`config.mk`:
```
export PLATFORM = sky130hd
export DESIGN_NAME = hswc_control
export DESIGN_NICKNAME = d
export VERILOG_FILES = /design/src/hw/hswc_pkg.sv /design/src/hw/hswc_control.sv
export SDC_FILE = /design/constraint.sdc
export NUM_CORES = 1
export LEC_CHECK = 0
export BUFFER_PORTS_ARGS = -buffer_cell sky130_fd_sc_hd__buf_2
export CAP_MARGIN = 15
export CORE_UTILIZATION = 50
export CTS_CLUSTER_SIZE = 30
export DETAILED_ROUTE_END_ITERATION = 16
export PLACE_DENSITY = 0.89
export SLEW_MARGIN = 25
export SYNTH_ARGS = -nofsm -noshare
export SYNTH_HDL_FRONTEND = slang
export SYNTH_SLANG_ARGS = --single-unit
```
`constraint.sdc`:
```
create_clock -name mclk -period 8.6 [get_ports mclk]
set_clock_uncertainty 0.05 [all_clocks]
set_input_delay 1.72 -clock mclk [delete_from_list [all_inputs] [get_ports mclk]]
set_output_delay 1.72 -clock mclk [all_outputs]
set_load 0.02 [all_outputs]
```
`src/hw/hswc_pkg.sv`:
```
package hswc_pkg;

   // Interface widths and counts
   localparam int PORT_COUNT      = 3;
   localparam int PORT_WIDTH      = 4;
   localparam int KEY_WIDTH       = 4;
   localparam int LCD_SEG_WIDTH   = 32;
   localparam int LCD_COM_WIDTH   = 4;
   localparam int REQ_WIDTH       = 8;

   // Port index inside three-bit port vectors
   localparam int PORT_A          = 0;
   localparam int PORT_C          = 1;
   localparam int PORT_D          = 2;

   // Gate switch enable bit positions
   localparam int GATE1_BIT       = 0;
   localparam int GATE2_BIT       = 1;

   // Request flag positions
   localparam int REQ_PORT        = 0;
   localparam int REQ_EXT         = 2;
   localparam int REQ_KEY         = 5;

   // Request flags that may release idle: 1..5 and 7
   localparam logic [7:0] HALT_REQ_MASK = 8'hBE;
   // Request flags that block deep-stop entry: 0, 2, 5
   localparam logic [7:0] STOP_REQ_MASK = 8'h25;

   localparam logic [2:0] STOPWAKE_RESET = 3'h0;
   localparam logic [1:0] GATESW_RESET   = 2'h0;
   localparam logic       BACKUP_RESET   = 1'b1;

   // Oscillator restart plus debounce confirmation time in deep-stop wake
   localparam int RESTART_CYCLES  = 16;

   typedef enum logic [1:0] {
      HSWC_RUN  = 2'b00,
      HSWC_IDLE = 2'b01,
      HSWC_STOP = 2'b10,
      HSWC_WAKE = 2'b11
   } hswc_mode_type;

   typedef struct packed {
      logic [PORT_WIDTH-1:0] a;
      logic [PORT_WIDTH-1:0] c;
      logic [PORT_WIDTH-1:0] d;
   } hswc_ports_type;

   typedef struct packed {
      logic idle_op;
      logic stop_op;
      logic return_op;
      logic irq_accept;
      logic set_stopwake_op;
      logic set_gate_switch_op;
      logic clear_request_op;
      logic backup_set_op;
      logic backup_clear_op;
   } hswc_ops_type;

endpackage

```
`src/hw/hswc_control.sv`:
```
`timescale 1ns/1ns
module hswc_control
   import hswc_pkg::*;
(
   input  wire logic                     mclk,
   input  wire logic                     rst,
   input  wire hswc_ops_type             ops,
   input  wire logic [PORT_COUNT-1:0]    op_data,
   input  wire logic [PORT_COUNT-1:0]    switch_en_ports,
   input  wire logic                     debounce_sel,
   input  wire logic [PORT_COUNT-1:0]    port_confirmed,
   input  wire hswc_ports_type           port_inputs,
   input  wire logic                     ext_pin,
   input  wire logic [KEY_WIDTH-1:0]     key_scan_inputs,
   input  wire logic [REQ_WIDTH-1:0]     irq_enable,
   input  wire logic [REQ_WIDTH-1:0]     halt_wake_en,
   input  wire logic [REQ_WIDTH-1:0]     request_set,
   input  wire logic                     gate1_end,
   input  wire logic                     gate2_end,
   input  wire logic [LCD_SEG_WIDTH-1:0] lcd_seg_in,
   input  wire logic [LCD_COM_WIDTH-1:0] lcd_com_in,
   output logic                          cpu_run,
   output logic                          periph_run,
   output logic                          mode_stop,
   output logic                          backup_mode_flag,
   output logic [PORT_COUNT-1:0]         stop_wake_port_enables,
   output logic [PORT_COUNT-1:0]         port_start_cond,
   output logic                          gate1_end_flag,
   output logic                          gate2_end_flag,
   output logic [REQ_WIDTH-1:0]          wake_request_flags,
   output logic [LCD_SEG_WIDTH-1:0]      lcd_segment_outputs,
   output logic [LCD_COM_WIDTH-1:0]      lcd_common_outputs
);

   hswc_mode_type mode;
   hswc_mode_type next_mode;
   hswc_mode_type return_mode;
   logic [1:0]    gate_end_switch_enables;
   logic [7:0]    restart_cnt;

   logic [PORT_COUNT-1:0] port_sync1;
   logic [PORT_COUNT-1:0] port_sync2;
   logic [PORT_COUNT-1:0] port_prev;
   logic                  ext_sync1;
   logic                  ext_sync2;
   logic                  ext_prev;
   logic                  key_sync1;
   logic                  key_sync2;

   function automatic logic any_high(input logic [PORT_WIDTH-1:0] v);
      any_high = |v;
   endfunction

   // Raw OR per port; used both for clockless stop detection and sync
   wire [PORT_COUNT-1:0] port_or_raw = {any_high(port_inputs.d), any_high(port_inputs.c),
                                        any_high(port_inputs.a)};
   wire key_or_raw = |key_scan_inputs;

   wire [PORT_COUNT-1:0] port_rise = port_sync2 & ~port_prev;
   wire                  port_or_chg = (|port_sync2) != (|port_prev);
   wire                  ext_chg = ext_sync2 != ext_prev;

   // Start condition set per port depending on detection method
   wire [PORT_COUNT-1:0] lvl_set = port_rise & switch_en_ports;
   wire [PORT_COUNT-1:0] dbc_set = port_confirmed & switch_en_ports;
   // A synchronised OR change is ignored in stop and wake so a debounced stop wake still waits for confirmation
   wire                  dbc_live = (mode == HSWC_RUN) || (mode == HSWC_IDLE);
   wire [PORT_COUNT-1:0] dbc_chg = (port_or_chg && dbc_live) ? switch_en_ports & (port_sync2 ^ port_prev)
                                                            : '0;
   wire [PORT_COUNT-1:0] start_set = debounce_sel ? dbc_set | dbc_chg : lvl_set;

   wire gate1_set = gate1_end & gate_end_switch_enables[GATE1_BIT];
   wire gate2_set = gate2_end & gate_end_switch_enables[GATE2_BIT];

   // Port and key stop wake candidates read raw pins and need no clock; the ext candidate uses synchronised edges
   wire [PORT_COUNT-1:0] stop_port_ok = debounce_sel ? switch_en_ports & stop_wake_port_enables
                                                     : switch_en_ports;
   wire stop_wake_port = irq_enable[REQ_PORT] & |(port_or_raw & stop_port_ok);
   wire stop_wake_ext  = irq_enable[REQ_EXT] & ext_chg;
   wire stop_wake_key  = irq_enable[REQ_KEY] & key_or_raw;
   wire stop_wake      = stop_wake_port | stop_wake_ext | stop_wake_key;

   wire [REQ_WIDTH-1:0] req_set_now = request_set |
                                      {2'b00, stop_wake_key & (mode == HSWC_STOP), 2'b00,
                                       stop_wake_ext & (mode == HSWC_STOP), 1'b0,
                                       |start_set};
   wire [REQ_WIDTH-1:0] req_next_raw = wake_request_flags | req_set_now;
   wire halt_req_pending = |(wake_request_flags & HALT_REQ_MASK & halt_wake_en);
   wire wake_pending = |port_start_cond | gate1_end_flag | gate2_end_flag | halt_req_pending;
   wire lvl_block = ~debounce_sel & |(port_sync2 & switch_en_ports);
   wire idle_ok = ~wake_pending & ~lvl_block;
   wire stop_ok = ~|(wake_request_flags & STOP_REQ_MASK) & ~|(port_sync2 & switch_en_ports);
   wire idle_wake = wake_pending | (|start_set) | gate1_set | gate2_set | ops.irq_accept;
   wire restart_done = restart_cnt == 8'(RESTART_CYCLES);
   wire confirmed = |port_start_cond | (|start_set);

   always_comb begin
      next_mode = mode;
      case (mode)
         HSWC_RUN: begin
            if (ops.return_op && return_mode != HSWC_RUN) begin
               next_mode = return_mode;
            end else if (ops.idle_op && idle_ok) begin
               next_mode = HSWC_IDLE;
            end else if (ops.stop_op && stop_ok) begin
               next_mode = HSWC_STOP;
            end
         end
         HSWC_IDLE: begin
            if (idle_wake) begin
               next_mode = HSWC_RUN;
            end
         end
         HSWC_STOP: begin
            if (stop_wake) begin
               next_mode = HSWC_WAKE;
            end
         end
         HSWC_WAKE: begin
            if (ops.irq_accept || confirmed || wake_pending) begin
               next_mode = HSWC_RUN;
            end else if (restart_done && !(|port_sync2) && !key_sync2) begin
               next_mode = HSWC_STOP;
            end
         end
         default: next_mode = HSWC_RUN;
      endcase
   end

   // Synchronisers; first stage feeds only the second
   always_ff @(posedge mclk or posedge rst) begin
      if (rst) begin
         port_sync1 <= '0;
         port_sync2 <= '0;
         port_prev  <= '0;
         ext_sync1  <= 1'b0;
         ext_sync2  <= 1'b0;
         ext_prev   <= 1'b0;
         key_sync1  <= 1'b0;
         key_sync2  <= 1'b0;
      end else begin
         port_sync1 <= port_or_raw;
         port_sync2 <= port_sync1;
         port_prev  <= port_sync2;
         ext_sync1  <= ext_pin;
         ext_sync2  <= ext_sync1;
         ext_prev   <= ext_sync2;
         key_sync1  <= key_or_raw;
         key_sync2  <= key_sync1;
      end
   end

   always_ff @(posedge mclk or posedge rst) begin
      if (rst) begin
         mode        <= HSWC_RUN;
         return_mode <= HSWC_RUN;
         restart_cnt <= '0;
      end else begin
         mode <= next_mode;
         if (mode == HSWC_WAKE && !restart_done) begin
            restart_cnt <= restart_cnt + 8'd1;
         end else if (mode != HSWC_WAKE) begin
            restart_cnt <= '0;
         end
         // Remember where an interrupt service routine must return
         if (ops.irq_accept && (mode == HSWC_IDLE || mode == HSWC_WAKE)) begin
            return_mode <= (mode == HSWC_WAKE) ? HSWC_STOP : HSWC_IDLE;
         end else if (ops.return_op || (mode == HSWC_RUN && !ops.irq_accept && return_mode == HSWC_RUN)) begin
            return_mode <= HSWC_RUN;
         end
      end
   end

   always_ff @(posedge mclk or posedge rst) begin
      if (rst) begin
         stop_wake_port_enables  <= STOPWAKE_RESET;
         gate_end_switch_enables <= GATESW_RESET;
         backup_mode_flag        <= BACKUP_RESET;
      end else begin
         if (ops.set_stopwake_op) begin
            stop_wake_port_enables <= op_data;
         end
         if (ops.set_gate_switch_op) begin
            gate_end_switch_enables <= op_data[1:0];
         end
         if (next_mode == HSWC_STOP) begin
            backup_mode_flag <= 1'b1;
         end else if (ops.backup_set_op) begin
            backup_mode_flag <= 1'b1;
         end else if (ops.backup_clear_op) begin
            backup_mode_flag <= 1'b0;
         end
      end
   end

   // Flags: a set in the same cycle as a clear op wins; an accepted interrupt in wake clears request flags outright
   always_ff @(posedge mclk or posedge rst) begin
      if (rst) begin
         port_start_cond    <= '0;
         gate1_end_flag     <= 1'b0;
         gate2_end_flag     <= 1'b0;
         wake_request_flags <= '0;
      end else begin
         port_start_cond <= (ops.clear_request_op ? '0 : port_start_cond) | start_set;
         gate1_end_flag  <= (ops.clear_request_op ? 1'b0 : gate1_end_flag) | gate1_set;
         gate2_end_flag  <= (ops.clear_request_op ? 1'b0 : gate2_end_flag) | gate2_set;
         if (ops.irq_accept && mode == HSWC_WAKE) begin
            wake_request_flags <= '0;
         end else if (ops.clear_request_op) begin
            wake_request_flags <= (wake_request_flags & ~{5'b0, op_data}) | req_set_now;
         end else begin
            wake_request_flags <= req_next_raw;
         end
      end
   end

   // Outputs registered; LCD grounded throughout deep-stop
   always_ff @(posedge mclk or posedge rst) begin
      if (rst) begin
         cpu_run             <= 1'b1;
         periph_run          <= 1'b1;
         mode_stop           <= 1'b0;
         lcd_segment_outputs <= '0;
         lcd_common_outputs  <= '0;
      end else begin
         cpu_run             <= next_mode == HSWC_RUN;
         periph_run          <= next_mode != HSWC_STOP;
         mode_stop           <= next_mode == HSWC_STOP;
         lcd_segment_outputs <= (next_mode == HSWC_STOP) ? '0 : lcd_seg_in;
         lcd_common_outputs  <= (next_mode == HSWC_STOP) ? '0 : lcd_com_in;
      end
   end

endmodule

```
==> metrics.md, run 1 <==
| Metric | Value |
|---|---|
| Status | `finished, violations left` |
| Failing checks | `design-rule violations` |
| Nets | `539` |
| Startpoint types | `input pin` |
| Crit. Startpoint | `port_inputs[9]` |
| WL met2 | `4096 microns` |
| Core area | `about 6400 sq um` |
| Initial Util | `0.5264` |
| Die ar. | `around 7000 sq um` |
| Final Setup Violations | `0` |
| Worst-Skew Late Latency | `roughly 0.33 ns` |
| Peak VDD IR | `120.0 uV` |
| Register area share after synthesis | `0.6229` |
| Max Clk Rate | `283.3 MHz` |
| CP Max Fanout | `40` |
| Post-place setup slack | `4.763 ns` |
| Synth Flop Type | `dfrtp_1` |
| P&R area growth vs syn | `31.68%` |
| Worst setup margin | `5.070 ns` |
| Static Leak | `0.002126 uW` |
| Cts repair resizes | `0` |
| Clk pwr share | `0.380` |
| Num rows | `29` |
| Vias | `2732` |
| CTS Hold Buffers Added | `0` |
| Cell taking the most area after synthesis | `dfrtp_1` |
| Post-synth EDFFs | `0` |
| Total Wirelength | `7702 microns` |
| Hold/Removal Path Class | `flop to flop` |
| Boundary Pins | `156` |
| Pwr dens | `around 210 nW/um^2` |
| Die Wd | `84.23 microns` |
| Vias in the first global route | `2797` |
| First-pass DRT Iterations | `11` |
| Final worst-path cycle share | `0.4104` |
| Crit Path Category | `input pin to flop` |
| Max_slew headroom | `0.5131` |
| CTS H-tree depth | `3` |
| RD Place Congestion | `0.8283` |
| Clock Tree Root | `clkbuf_8` |
| Layout cells sized above 1 | `0.4178` |
| Seq pwr share | `0.464` |
| N_diodes | `0` |
| Post-detail-place hpwl | `5646 microns` |
| Synth Instances | `284` |
| Final Hold Fails | `0` |
| Sw Share | `0.2622` |
| # fillers | `481` |
| WP data required | `8.73 ns` |
| Vias per cell | `5.305` |
| Global route overflow | `0` |
| Num CTS Buffers | `9` |
| Yosys warnings | `0` |
| Routed wl met3 | `309 microns` |
| Synth async-reset ratio | `1.000` |
| Max cap viols | `0` |
| Syn nets | `around 390` |
| Setup TNS | `0 ns` |
| FF-to-FF Start | `port_sync2[2]$_DFF_PP0_` |
| Netlist cell types | `48` |
| Iteration-0 DRC Markers | `152` |
| First-pass GRT wire length | `12900 microns` |
| DRC Markers | `6` |
| Die H | `84.23 microns` |
| Overall Global Routing Usage | `0.2310` |
| CTS tree | `yes` |
| Crit path DAT | `3.66 ns` |
| Switch Pwr | `247.1 uW` |
| Logic pwr share | `0.156` |
| Highest Signal Layer | `met4` |
| Drt wl/cell | `14.96 microns` |
| Clock sinks | `84` |
| Yosys reg bits | `84` |
| RSZ-0062 raised after global routing | `no` |
| Minimum clock period | `about 3.5 ns` |
| Setup crit end kind | `flop` |
| Initial antenna violation count | `0` |
| Antenna Nets Post-Route | `0` |
| Yosys top cell area share | `0.5996` |
| Post-CTS setup buffers | `0` |
| Post-Synthesis Cell Area | `3381 sq um` |
| Clock transition at path regs | `0.08 ns` |
| Ranking of synthesized cells by area | `dfrtp_1 (60%), a21boi_1 (4.2%), a21boi_0 (3.8%), nor2_1 (2.9%), dfstp_2 (2.3%)` |
| Met1 WL | `3132 microns` |
| Max-slew violation count | `0` |
| Internal Power | `695.4 uW` |
| Hold Crit Start | `port_sync1[1]$_DFF_PP0_` |
| CTS Buffer Depth | `2` |
| Avg Cell Area, Syn | `11.90 sq um` |
| Tightest Pin Transition | `0.7304 ns` |
| Largest net degree at the start of global routing | `85` |
| Port Buffers | `148` |
## per-stage QoR
step | instances | cell area [sq um] | utilization | power, uW | hold WS, ns
6_report | 515 | 4452 | 0.6932 | 942.5 | 0.3045
3_3_place_gp | 500 | 4188 | 0.6521 | 586.8 | 0.2830
5_1_grt | 515 | 4452 | 0.6932 | 985.2 | 0.3143
3_5_place_dp | 500 | 4188 | 0.6521 | 592.2 | 0.2855
2_1_floorplan | 284 | 3381 | - | 538.2 | 0.2812
4_1_cts | 515 | 4448 | 0.6926 | 948.0 | 0.3049
## Yosys cell counts (all sizes together) (2+ instances only)
cell type and number:
xor2 4, nor4b 2, ha 5, nor2b 2, clkbuf 2, a21boi 36, nor2 26, o311ai 2
nand2 15, xnor2 4, buf 10, dfrtp 81, inv 14, dfstp 3, nand2b 6, a222oi 2
and4b 2, or4 4, nand3 11, nor3 5, mux2 8, and3 4, o21ai 10, a211oi 4
a21oi 6
## state kept, by name, summed over array words and instances, names as in the netlist
name,cells
ext_sync2,1
cpu_run,1
stop_wake_port_enables,3
gate_end_switch_enables,2
gate2_end_flag,1
backup_mode_flag,1
mode_stop,1
port_start_cond,3
mode,2
key_sync2,1
wake_request_flags,8
ext_prev,1
port_prev,3
restart_cnt,8
gate1_end_flag,1
port_sync2,3
port_sync1,3
ext_sync1,1
key_sync1,1
periph_run,1
return_mode,2
lcd_common_outputs,4
lcd_segment_outputs,32
## power by group through the flow
stage | clock [uW] | sequential, uW | combinational [uW]
6_report | 358 | 437 | 147
3_3_place_gp | 0 | 443 | 143
4_1_cts | 362 | 437 | 149
2_1_floorplan | 0 | 462 | 76.3
3_5_place_dp | 0 | 445 | 148
5_1_grt | 381 | 441 | 164
## placed cells by master (no fill, tap or decap), types with 5 or more instances in the layout
cell	instances
clkbuf_8	9
a21boi_0	17
nor3_1	5
nand3_1	11
inv_1	12
nor2_1	26
buf_2	148
dfrtp_1	81
mux2_2	7
nand2_1	15
a21boi_1	19
a21oi_1	6
nand2b_1	6
ha_1	5
o21ai_0	9
## final cells by class
type,count,area (sq um),area share
Sequential cell,84,2106,0.4730
Multi-Input combinational cell,174,1169,0.2625
Timing Repair Buffer,151,767.0,0.1723
Clock inverter,6,136.4,0.03064
Clock buffer,9,123.9,0.02782
Tap cell,77,96.34,0.02164
Inverter,14,53.80,0.01209
## layer usage
metal / GRT usage / vias to the layer above
li1: - / 1295
met1: 0.2904 / 1337
met2: 0.3987 / 84
met3: 0.03933 / 16
met4: 0.09561 / 0
met5: 0 / -
## cells by family after synthesis
group / Yosys count / share of synthesized area
DFF: 84 / 0.6229
and+or+nand+nor: 82 / 0.1229
AOI/OAI and AO/OA: 71 / 0.1543
buffers and inverters: 26 / 0.03405
xor gates and xnor gates: 8 / 0.02072
muxes: 8 / 0.02665
adders and majority gates: 5 / 0.01850
## critical path: stages
cell,delay (ns)
buf_2,0.09
or4_1,0.54
nand3_1,0.10
nand3_1,0.11
a311o_1,0.39
o21ai_2,0.15
buf_4,0.35
a21boi_0,0.18
## path summary, 6_finish.rpt
| kind | end | slack [ns] | depth (start not counted) |
|---|---|---|---|
| setup reg to reg | backup_mode_flag$_DFFE_PP1P_ | 6.01 | 7 |
| max in group asynchronous | lcd_segment_outputs[3]$_DFF_PP0_ | 6.48 | 3 |
| hold / removal | port_sync2[1]$_DFF_PP0_ | 0.30 | 0 |
| min in group asynchronous | lcd_segment_outputs[2]$_DFF_PP0_ | 1.52 | 3 |
| hold reg to reg | port_sync2[1]$_DFF_PP0_ | 0.30 | 0 |
| setup / recovery | lcd_segment_outputs[31]$_DFF_PP0_ | 5.07 | 8 |
Power figures use the tool's default switching activity.
==> run 2: changes to the inputs <==
--- a/config.mk
+++ b/config.mk
@@ -7,10 +7,10 @@
 export LEC_CHECK = 0
 export BUFFER_PORTS_ARGS = -buffer_cell sky130_fd_sc_hd__buf_2
 export CAP_MARGIN = 15
-export CORE_UTILIZATION = 50
+export CORE_UTILIZATION = 46
 export CTS_CLUSTER_SIZE = 30
 export DETAILED_ROUTE_END_ITERATION = 16
-export PLACE_DENSITY = 0.89
+export PLACE_DENSITY = 0.83
 export SLEW_MARGIN = 25
 export SYNTH_ARGS = -nofsm -noshare
 export SYNTH_HDL_FRONTEND = slang
==> constraint.sdc (replaced) <==
create_clock -name mclk -period 3.7 [get_ports mclk]
set_clock_uncertainty 0.05 [all_clocks]
set_input_delay 0.74 -clock mclk [delete_from_list [all_inputs] [get_ports mclk]]
set_output_delay 0.74 -clock mclk [all_outputs]
set_load 0.02 [all_outputs]
==> run 2 against run 1 <==
Net effect:
- the flow now finishes without violations
- clock power up 71%
- sequential share of layout area up 0.27 points
- highest routed layer unchanged
- combinational power up 130%
==> metrics.md, run 2 (synthesis gave the netlist of run 1 again) <==
| Metric | Value |
|---|---|
| RD Place Congestion | `0.8304 (+0.25%)` |
| Iteration-0 DRC Markers | `108 (-29%)` |
| Setup crit end kind | `flop` |
| Final hold slack | `0.3031 ns (-0.001400 ns)` |
| Nets | `543 (+0.74%)` |
| Die Wd | `87.73 microns (+4.2%)` |
| Static Leak | `0.002108 uW (-0.84%)` |
| Max_slew headroom | `0.4265 (-0.08661)` |
| Worst R2R Setup Slack | `1.07 ns (-4.94 ns)` |
| Hold/Removal Path Class | `flop to flop` |
| FF-to-FF Start | `port_sync2[0]$_DFF_PP0_` |
| Port Buffers | `148 (unchanged)` |
| Worst hold stages | `0 (unchanged)` |
| Drt wl/cell | `15.08 microns (+0.82%)` |
| Max-slew violation count | `0 (unchanged)` |
| Final Hold Fails | `0 (unchanged)` |
| DRC Markers | `0 (-6)` |
| Slowest CP cell | `o31ai_4` |
| Vias | `2784 (+1.9%)` |
| Die H | `87.73 microns (+4.2%)` |
| Largest Register | `lcd_segment_outputs` |
| Post-detail-place hpwl | `6167 microns (+9.2%)` |
| Cts repair resizes | `0 (unchanged)` |
| Setup TNS | `0 ns (unchanged)` |
| Crit path DAT | `2.79 ns (-0.87 ns)` |
| CP Max Fanout | `16 (-60%)` |
| First-pass GRT wire length | `13100 microns (+1.6%)` |
| N_diodes | `0 (unchanged)` |
| RSZ-0062 raised after global routing | `no` |
| Max reg flops | `32 (unchanged)` |
| Worst R2R Path Depth | `8 (+1)` |
| Status | `complete, no violations` |
| Hold Crit Start | `port_sync1[1]$_DFF_PP0_` |
| Total Wirelength | `8127 microns (+5.5%)` |
| CTS tree | `yes` |
| Antenna Nets Post-Route | `0 (unchanged)` |
| Most common cell after layout, fill and taps aside | `buf_2` |
| Reg-to-Reg End | `lcd_segment_outputs[2]$_DFF_PP0_` |
| Crit Path Category | `flop to flop` |
| Tightest Pin Transition | `0.8593 ns (+0.1289 ns)` |
| Clock Tree Root | `clkbuf_8` |
| P&R area growth vs syn | `30.94%` |
| Final worst-path cycle share | `0.7098` |
| Final Setup Violations | `0 (unchanged)` |
| Core area | `6944 sq um (+8.1%)` |
| Vias per cell | `5.165 (-2.6%)` |
| Num rows | `30 (+3.4%)` |
| Max Clk Rate | `380.8 MHz` |
| First-pass DRT Iterations | `5 (-6)` |
| Post-CTS setup buffers | `0 (unchanged)` |
| Top Registers | `lcd_segment_outputs x32, restart_cnt x8, wake_request_flags x8` |
| Global route overflow | `0 (unchanged)` |
| Hold endpoint | `port_sync2[1]$_DFF_PP0_` |
| Layout cells sized above 1 | `0.4221 (+0.004314)` |
| Most frequent cells in the layout | `buf_2 (148), dfrtp_1 (81), nor2_1 (26), a21boi_1 (19), a21boi_0 (17)` |
| Vias in the first global route | `2830 (+1.2%)` |
| Peak VDD IR | `213.2 uV (+78%)` |
| Final Util | `0.6375 (-0.05568)` |
| Pwr dens | `445.8 nW/um^2 (+110%)` |
| Startpoint types | `flop` |
| Initial antenna violation count | `0 (unchanged)` |
| Clock transition at path regs | `0.08 ns (about the same)` |
| Initial Util | `0.4868 (-0.03955)` |
| WP data required | `3.87 ns (-4.86 ns)` |
| Minimum clock period | `approximately 2.6 ns` |
| Worst-Skew Late Latency | `0.36 ns (+0.03 ns)` |
| Max cap viols | `0 (unchanged)` |
| Num CTS Buffers | `9 (unchanged)` |
| Largest net degree at the start of global routing | `52 (-39%)` |
| CTS H-tree depth | `3 (unchanged)` |
| CTS Hold Buffers Added | `0 (unchanged)` |
| # fillers | `553 (+15%)` |
| Overall Global Routing Usage | `0.2245 (-0.006495)` |
| Clock sinks | `84 (unchanged)` |
| Die ar. | `7697 sq um (+8.5%)` |
| Crit-path cells | `ha_1, mux2_1, nand2_1, o311ai_1, nand2b_1, o31ai_4, buf_4, a21boi_0` |
| Boundary Pins | `156 (unchanged)` |
| CTS Buffer Depth | `2 (unchanged)` |
| Max stage delay on crit path | `0.54 ns (about the same)` |
## run 2: worst max path at each step
stage,start,end,slack [ns],depth (start not counted)
floorplan,rst,ext_prev$_DFF_PP0_,0.75,1
global route,port_sync2[0]$_DFF_PP0_,lcd_segment_outputs[3]$_DFF_PP0_,0.94,8
global placement,debounce_sel,lcd_segment_outputs[3]$_DFF_PP0_,0.84,8
finish,port_sync2[0]$_DFF_PP0_,lcd_segment_outputs[2]$_DFF_PP0_,1.07,8
detailed placement,debounce_sel,lcd_segment_outputs[2]$_DFF_PP0_,0.75,8
CTS,port_sync2[0]$_DFF_PP0_,lcd_segment_outputs[2]$_DFF_PP0_,1.07,8
## run 2: final cells by class
| class | count | area (sq um) | area share |
|---|---|---|---|
| clock buffers | 11 | 141.4 | 0.03194 |
| clock inverters | 5 | 43.79 | 0.009893 |
| multi-input cells | 174 | 1169 | 0.2640 |
| inverters | 14 | 53.80 | 0.01215 |
| repair buffers | 155 | 793.3 | 0.1792 |
| flip-flops and latches | 84 | 2106 | 0.4757 |
| well taps | 96 | 120.1 | 0.02713 |
## run 2: stage by stage
stage,cells,power (uW),area [sq um],setup slack [ns]
global route,539,2063,4427,0.9436
detailed placement,523,1381,4242,0.7455
global placement,523,1371,4242,0.8354
CTS,539,1991,4427,1.074
finish,539,1973,4427,1.074
floorplan,284,1251,3381,0.7498
## run 2: per-layer routing
| metal | vias to the layer above | part of all wire | GRT usage |
|---|---|---|---|
| li1 | 1307 | - | - |
| met1 | 1341 | 0.40 | 0.2631 |
| met2 | 107 | 0.51 | 0.3791 |
| met3 | 29 | 0.049 | 0.04807 |
| met4 | 0 | 0.038 | 0.1356 |
| met5 | - | 0 | 0 |
## run 2: where the power goes
part	internal, uW	total [uW]	leakage [uW]	switching [uW]
Clock	271	612	0.0000881	342
Sequential	978	1020	0.000961	38.7
Combinational	125	345	0.00106	220
Total	1370	1970	0.00211	600
## run 2: critical path: cells and delay by family (launching register included)
family	cells	cell delay, ns
compound gates	3	0.81
fa+ha+maj	1	0.24
buf+inv	1	0.30
flops	1	0.44
mux	1	0.31
simple gates	2	0.34
==> run 3: changes to the inputs <==
==> constraint.sdc (replaced) <==
create_clock -name mclk -period 2.6 [get_ports mclk]
set_clock_uncertainty 0.05 [all_clocks]
set_input_delay 0.52 -clock mclk [delete_from_list [all_inputs] [get_ports mclk]]
set_output_delay 0.52 -clock mclk [all_outputs]
set_load 0.02 [all_outputs]
==> run 3 against run 2 <==
Net effect:
- non-clock buffer count grew 3
- fmax increased by 11%
- setup slack worse by 0.83 ns
- global-route usage shrank 1.1 points
- wire length down 2.4%
- clock power grew 36%
- via count down 1.2%
- die area did not move
- first-iteration DRC count is 2.8% lower
- sequential share of layout area is 0.28 points lower
- largest cell class unchanged
- highest routed layer unchanged
==> metrics.md, run 3 (synthesis gave the netlist of run 1 again) <==
| Metric | Value |
|---|---|
| Vias | `2751 (-1.2%)` |
| RD Place Congestion | `0.8982 (+8.2%)` |
| Filler-free cell count of the finished design | `542 (+0.56%)` |
| Max cap viols | `0 (unchanged)` |
| Internal Power | `1948 uW (+42%)` |
| Crit path DAT | `2.58 ns (-0.21 ns)` |
| Most common cell after layout, fill and taps aside | `buf_2` |
| Worst setup path endpoint | `lcd_segment_outputs[22]$_DFF_PP0_` |
| Pwr dens | `628.5 nW/um^2 (+41%)` |
| Overall Global Routing Usage | `0.2140 (-0.01051)` |
| CP Max Fanout | `9 (-7)` |
| Antenna Nets Post-Route | `0 (unchanged)` |
| RSZ-0062 raised after global routing | `no` |
| Setup TNS | `0 ns (unchanged)` |
| Num rows | `30 (unchanged)` |
| Cts repair resizes | `0 (unchanged)` |
| Status | `complete, no violations` |
| CTS H-tree depth | `3 (unchanged)` |
| Final hold slack | `0.1491 ns (-0.1541 ns)` |
| Boundary Pins | `156 (unchanged)` |
| Core area | `6944 sq um (unchanged)` |
| First-pass GRT wire length | `12570 microns (-4.1%)` |
| Final Hold Fails | `0 (unchanged)` |
| P&R area growth vs syn | `31.72%` |
| Largest Register | `lcd_segment_outputs` |
| CTS tree | `yes` |
| Setup crit end kind | `flop` |
| Startpoint types | `flop` |
| Max Clk Rate | `423.7 MHz (+11%)` |
| Worst R2R Setup Slack | `0.24 ns (-0.83 ns)` |
| Top Registers | `lcd_segment_outputs x32, restart_cnt x8, wake_request_flags x8` |
| Switch Pwr | `850.5 uW (+42%)` |
| Iteration-0 DRC Markers | `105 (-2.8%)` |
| Overall Power | `2799 uW (+42%)` |
| DRC Markers | `0 (unchanged)` |
| Max stage delay on crit path | `0.43 ns (-0.11 ns)` |
| Initial antenna violation count | `0 (unchanged)` |
| Final Setup Violations | `0 (unchanged)` |
| # fillers | `557 (+0.72%)` |
| Crit. Startpoint | `port_sync2[2]$_DFF_PP0_` |
| Most frequent cells in the layout | `buf_2 (148), dfrtp_1 (81), nor2_1 (26), a21boi_1 (19), a21boi_0 (17)` |
| Hold/Removal Path Class | `input pin to asynchronous set/reset pin` |
| CTS Hold Buffers Added | `0 (unchanged)` |
| Slowest CP cell | `dfrtp_1` |
| CTS Buffer Depth | `2 (unchanged)` |
| Static Leak | `0.002119 uW (+0.52%)` |
| Post-CTS setup buffers | `0 (unchanged)` |
| Tightest Pin Transition | `0.5504 ns (-0.3089 ns)` |
| Worst R2R Path Depth | `7 (-1)` |
| Largest net degree at the start of global routing | `41 (-21%)` |
| Logic pwr share | `0.185 (+0.010)` |
| Buf+Inv Stages, Crit Path | `1 (unchanged)` |
| Final Util | `0.6413 (+0.003784)` |
| Initial Util | `0.4868 (unchanged)` |
| Worst-Skew Late Latency | `0.36 ns (about the same)` |
| Crit Path Category | `flop to flop` |
| Die ar. | `7697 sq um (unchanged)` |
| Clock sinks | `84 (unchanged)` |
| Post-detail-place hpwl | `6068 microns (-1.6%)` |
| Worst path depth | `7 (-1)` |
| Die Wd | `87.73 microns (unchanged)` |
| Max-slew violation count | `0 (unchanged)` |
| Max_slew headroom | `0.6323 (+0.2058)` |
| First-pass DRT Iterations | `4 (-1)` |
| Clock Tree Root | `clkbuf_8` |
| N_diodes | `0 (unchanged)` |
| Peak VDD IR | `446.1 uV (+110%)` |
| Minimum clock period | `2.360 ns (-0.2661 ns)` |
| Sw Share | `0.3039 (-0.0003379)` |
| Nets | `546 (+0.55%)` |
| WP data required | `2.82 ns (-1.05 ns)` |
| Seq pwr share | `0.517 (+0.002)` |
| FF-to-FF Start | `port_sync2[2]$_DFF_PP0_` |
| Clock transition at path regs | `0.10 ns (+0.02 ns)` |
| Final worst-path cycle share | `0.9077 (+0.1979)` |
| Port Buffers | `148 (unchanged)` |
| Die H | `87.73 microns (unchanged)` |
| Vias per cell | `5.076 (-1.7%)` |
| Vias in the first global route | `2736 (-3.3%)` |
| Num CTS Buffers | `9 (unchanged)` |
| Max reg flops | `32 (unchanged)` |
| Clk pwr share | `0.298 (-0.012)` |
| Critical path's top delay family | `compound AO/OA/AOI/OAI gates` |
| Global route overflow | `0 (unchanged)` |
| Layout cells sized above 1 | `0.4260 (+0.003887)` |
| Drt wl/cell | `14.63 microns (-3.0%)` |
| Inst Count DP | `526 (+0.57%)` |
| Total Wirelength | `7931 microns (-2.4%)` |
| Crit-path cells | `ha_1, o32a_1, o311ai_1, nand2b_1, o31ai_4, buf_4, a21boi_0` |
| Reg-to-Reg End | `lcd_segment_outputs[22]$_DFF_PP0_` |
==> run 3: changes by cell type in the layout (fill, tap and decap cells not counted), sizes merged <==
| cell | before | now |
|---|---|---|
| buf | 155 | 158 |
| clkbuf | 11 | 10 |
| clkinv | 2 | 1 |
| clkinvlp | 2 | 3 |
| inv | 15 | 16 |
==> run 3: per-layer routing <==
metal / global-route usage / wire length (microns) / vias up
met5: 0 / 0 / -
met4: 0.09389 / 124 / 0
met3: 0.04430 / 423 / 13
met2: 0.3608 / 4118 / 95
met1: 0.2674 / 3265 / 1330
li1: - / - / 1313
==> run 3: how the worst min path moves through the flow <==
stage / to / depth (start not counted) / start / slack, ns
global placement: port_sync2[2]$_DFF_PP0_ / 0 / port_sync1[2]$_DFF_PP0_ / 0.28
floorplan: ext_sync2$_DFF_PP0_ / 0 / ext_sync1$_DFF_PP0_ / 0.28
global route: lcd_segment_outputs[21]$_DFF_PP0_ / 2 / rst / 0.18
finish: lcd_segment_outputs[20]$_DFF_PP0_ / 2 / rst / 0.15
detailed placement: port_sync2[1]$_DFF_PP0_ / 0 / port_sync1[1]$_DFF_PP0_ / 0.29
CTS: lcd_segment_outputs[29]$_DFF_PP0_ / 2 / rst / 0.16
==> run 3: area by class of cell <==
type | count | area (sq um) | area share
clock buffers | 10 | 127.6 | 0.02866
clock inverters | 6 | 46.29 | 0.01040
inverters | 14 | 56.30 | 0.01264
multi-input cells | 174 | 1169 | 0.2624
flip-flops and latches | 84 | 2106 | 0.4729
well taps | 96 | 120.1 | 0.02697
repair buffers | 158 | 828.3 | 0.1860
==> run 3: worst register-to-register path, cell delays in order (launching register included) <==
cell      delay, ns
dfrtp_1        0.43
ha_1           0.33
o32a_1         0.33
o311ai_1       0.36
nand2b_1       0.25
o31ai_4        0.13
buf_4          0.20
a21boi_0       0.21
==> run 3: power by group through the flow <==
stage          Combinational [uW]  Clock [uW]  Sequential, uW
6_report                      519         834            1450
5_1_grt                       569         900            1460
4_1_cts                       521         849            1450
3_5_place_dp                  519           0            1470
3_3_place_gp                  509           0            1470
2_1_floorplan                 253           0            1530
==> run 3: metrics by stage <==
step / setup WS, ns / instance area [sq um]
6_report: 0.2400 / 4453
5_1_grt: 0.03406 / 4453
4_1_cts: 0.2026 / 4453
3_5_place_dp: 0.07904 / 4279
3_3_place_gp: 0.1311 / 4279
2_1_floorplan: 0.4171 / 3385
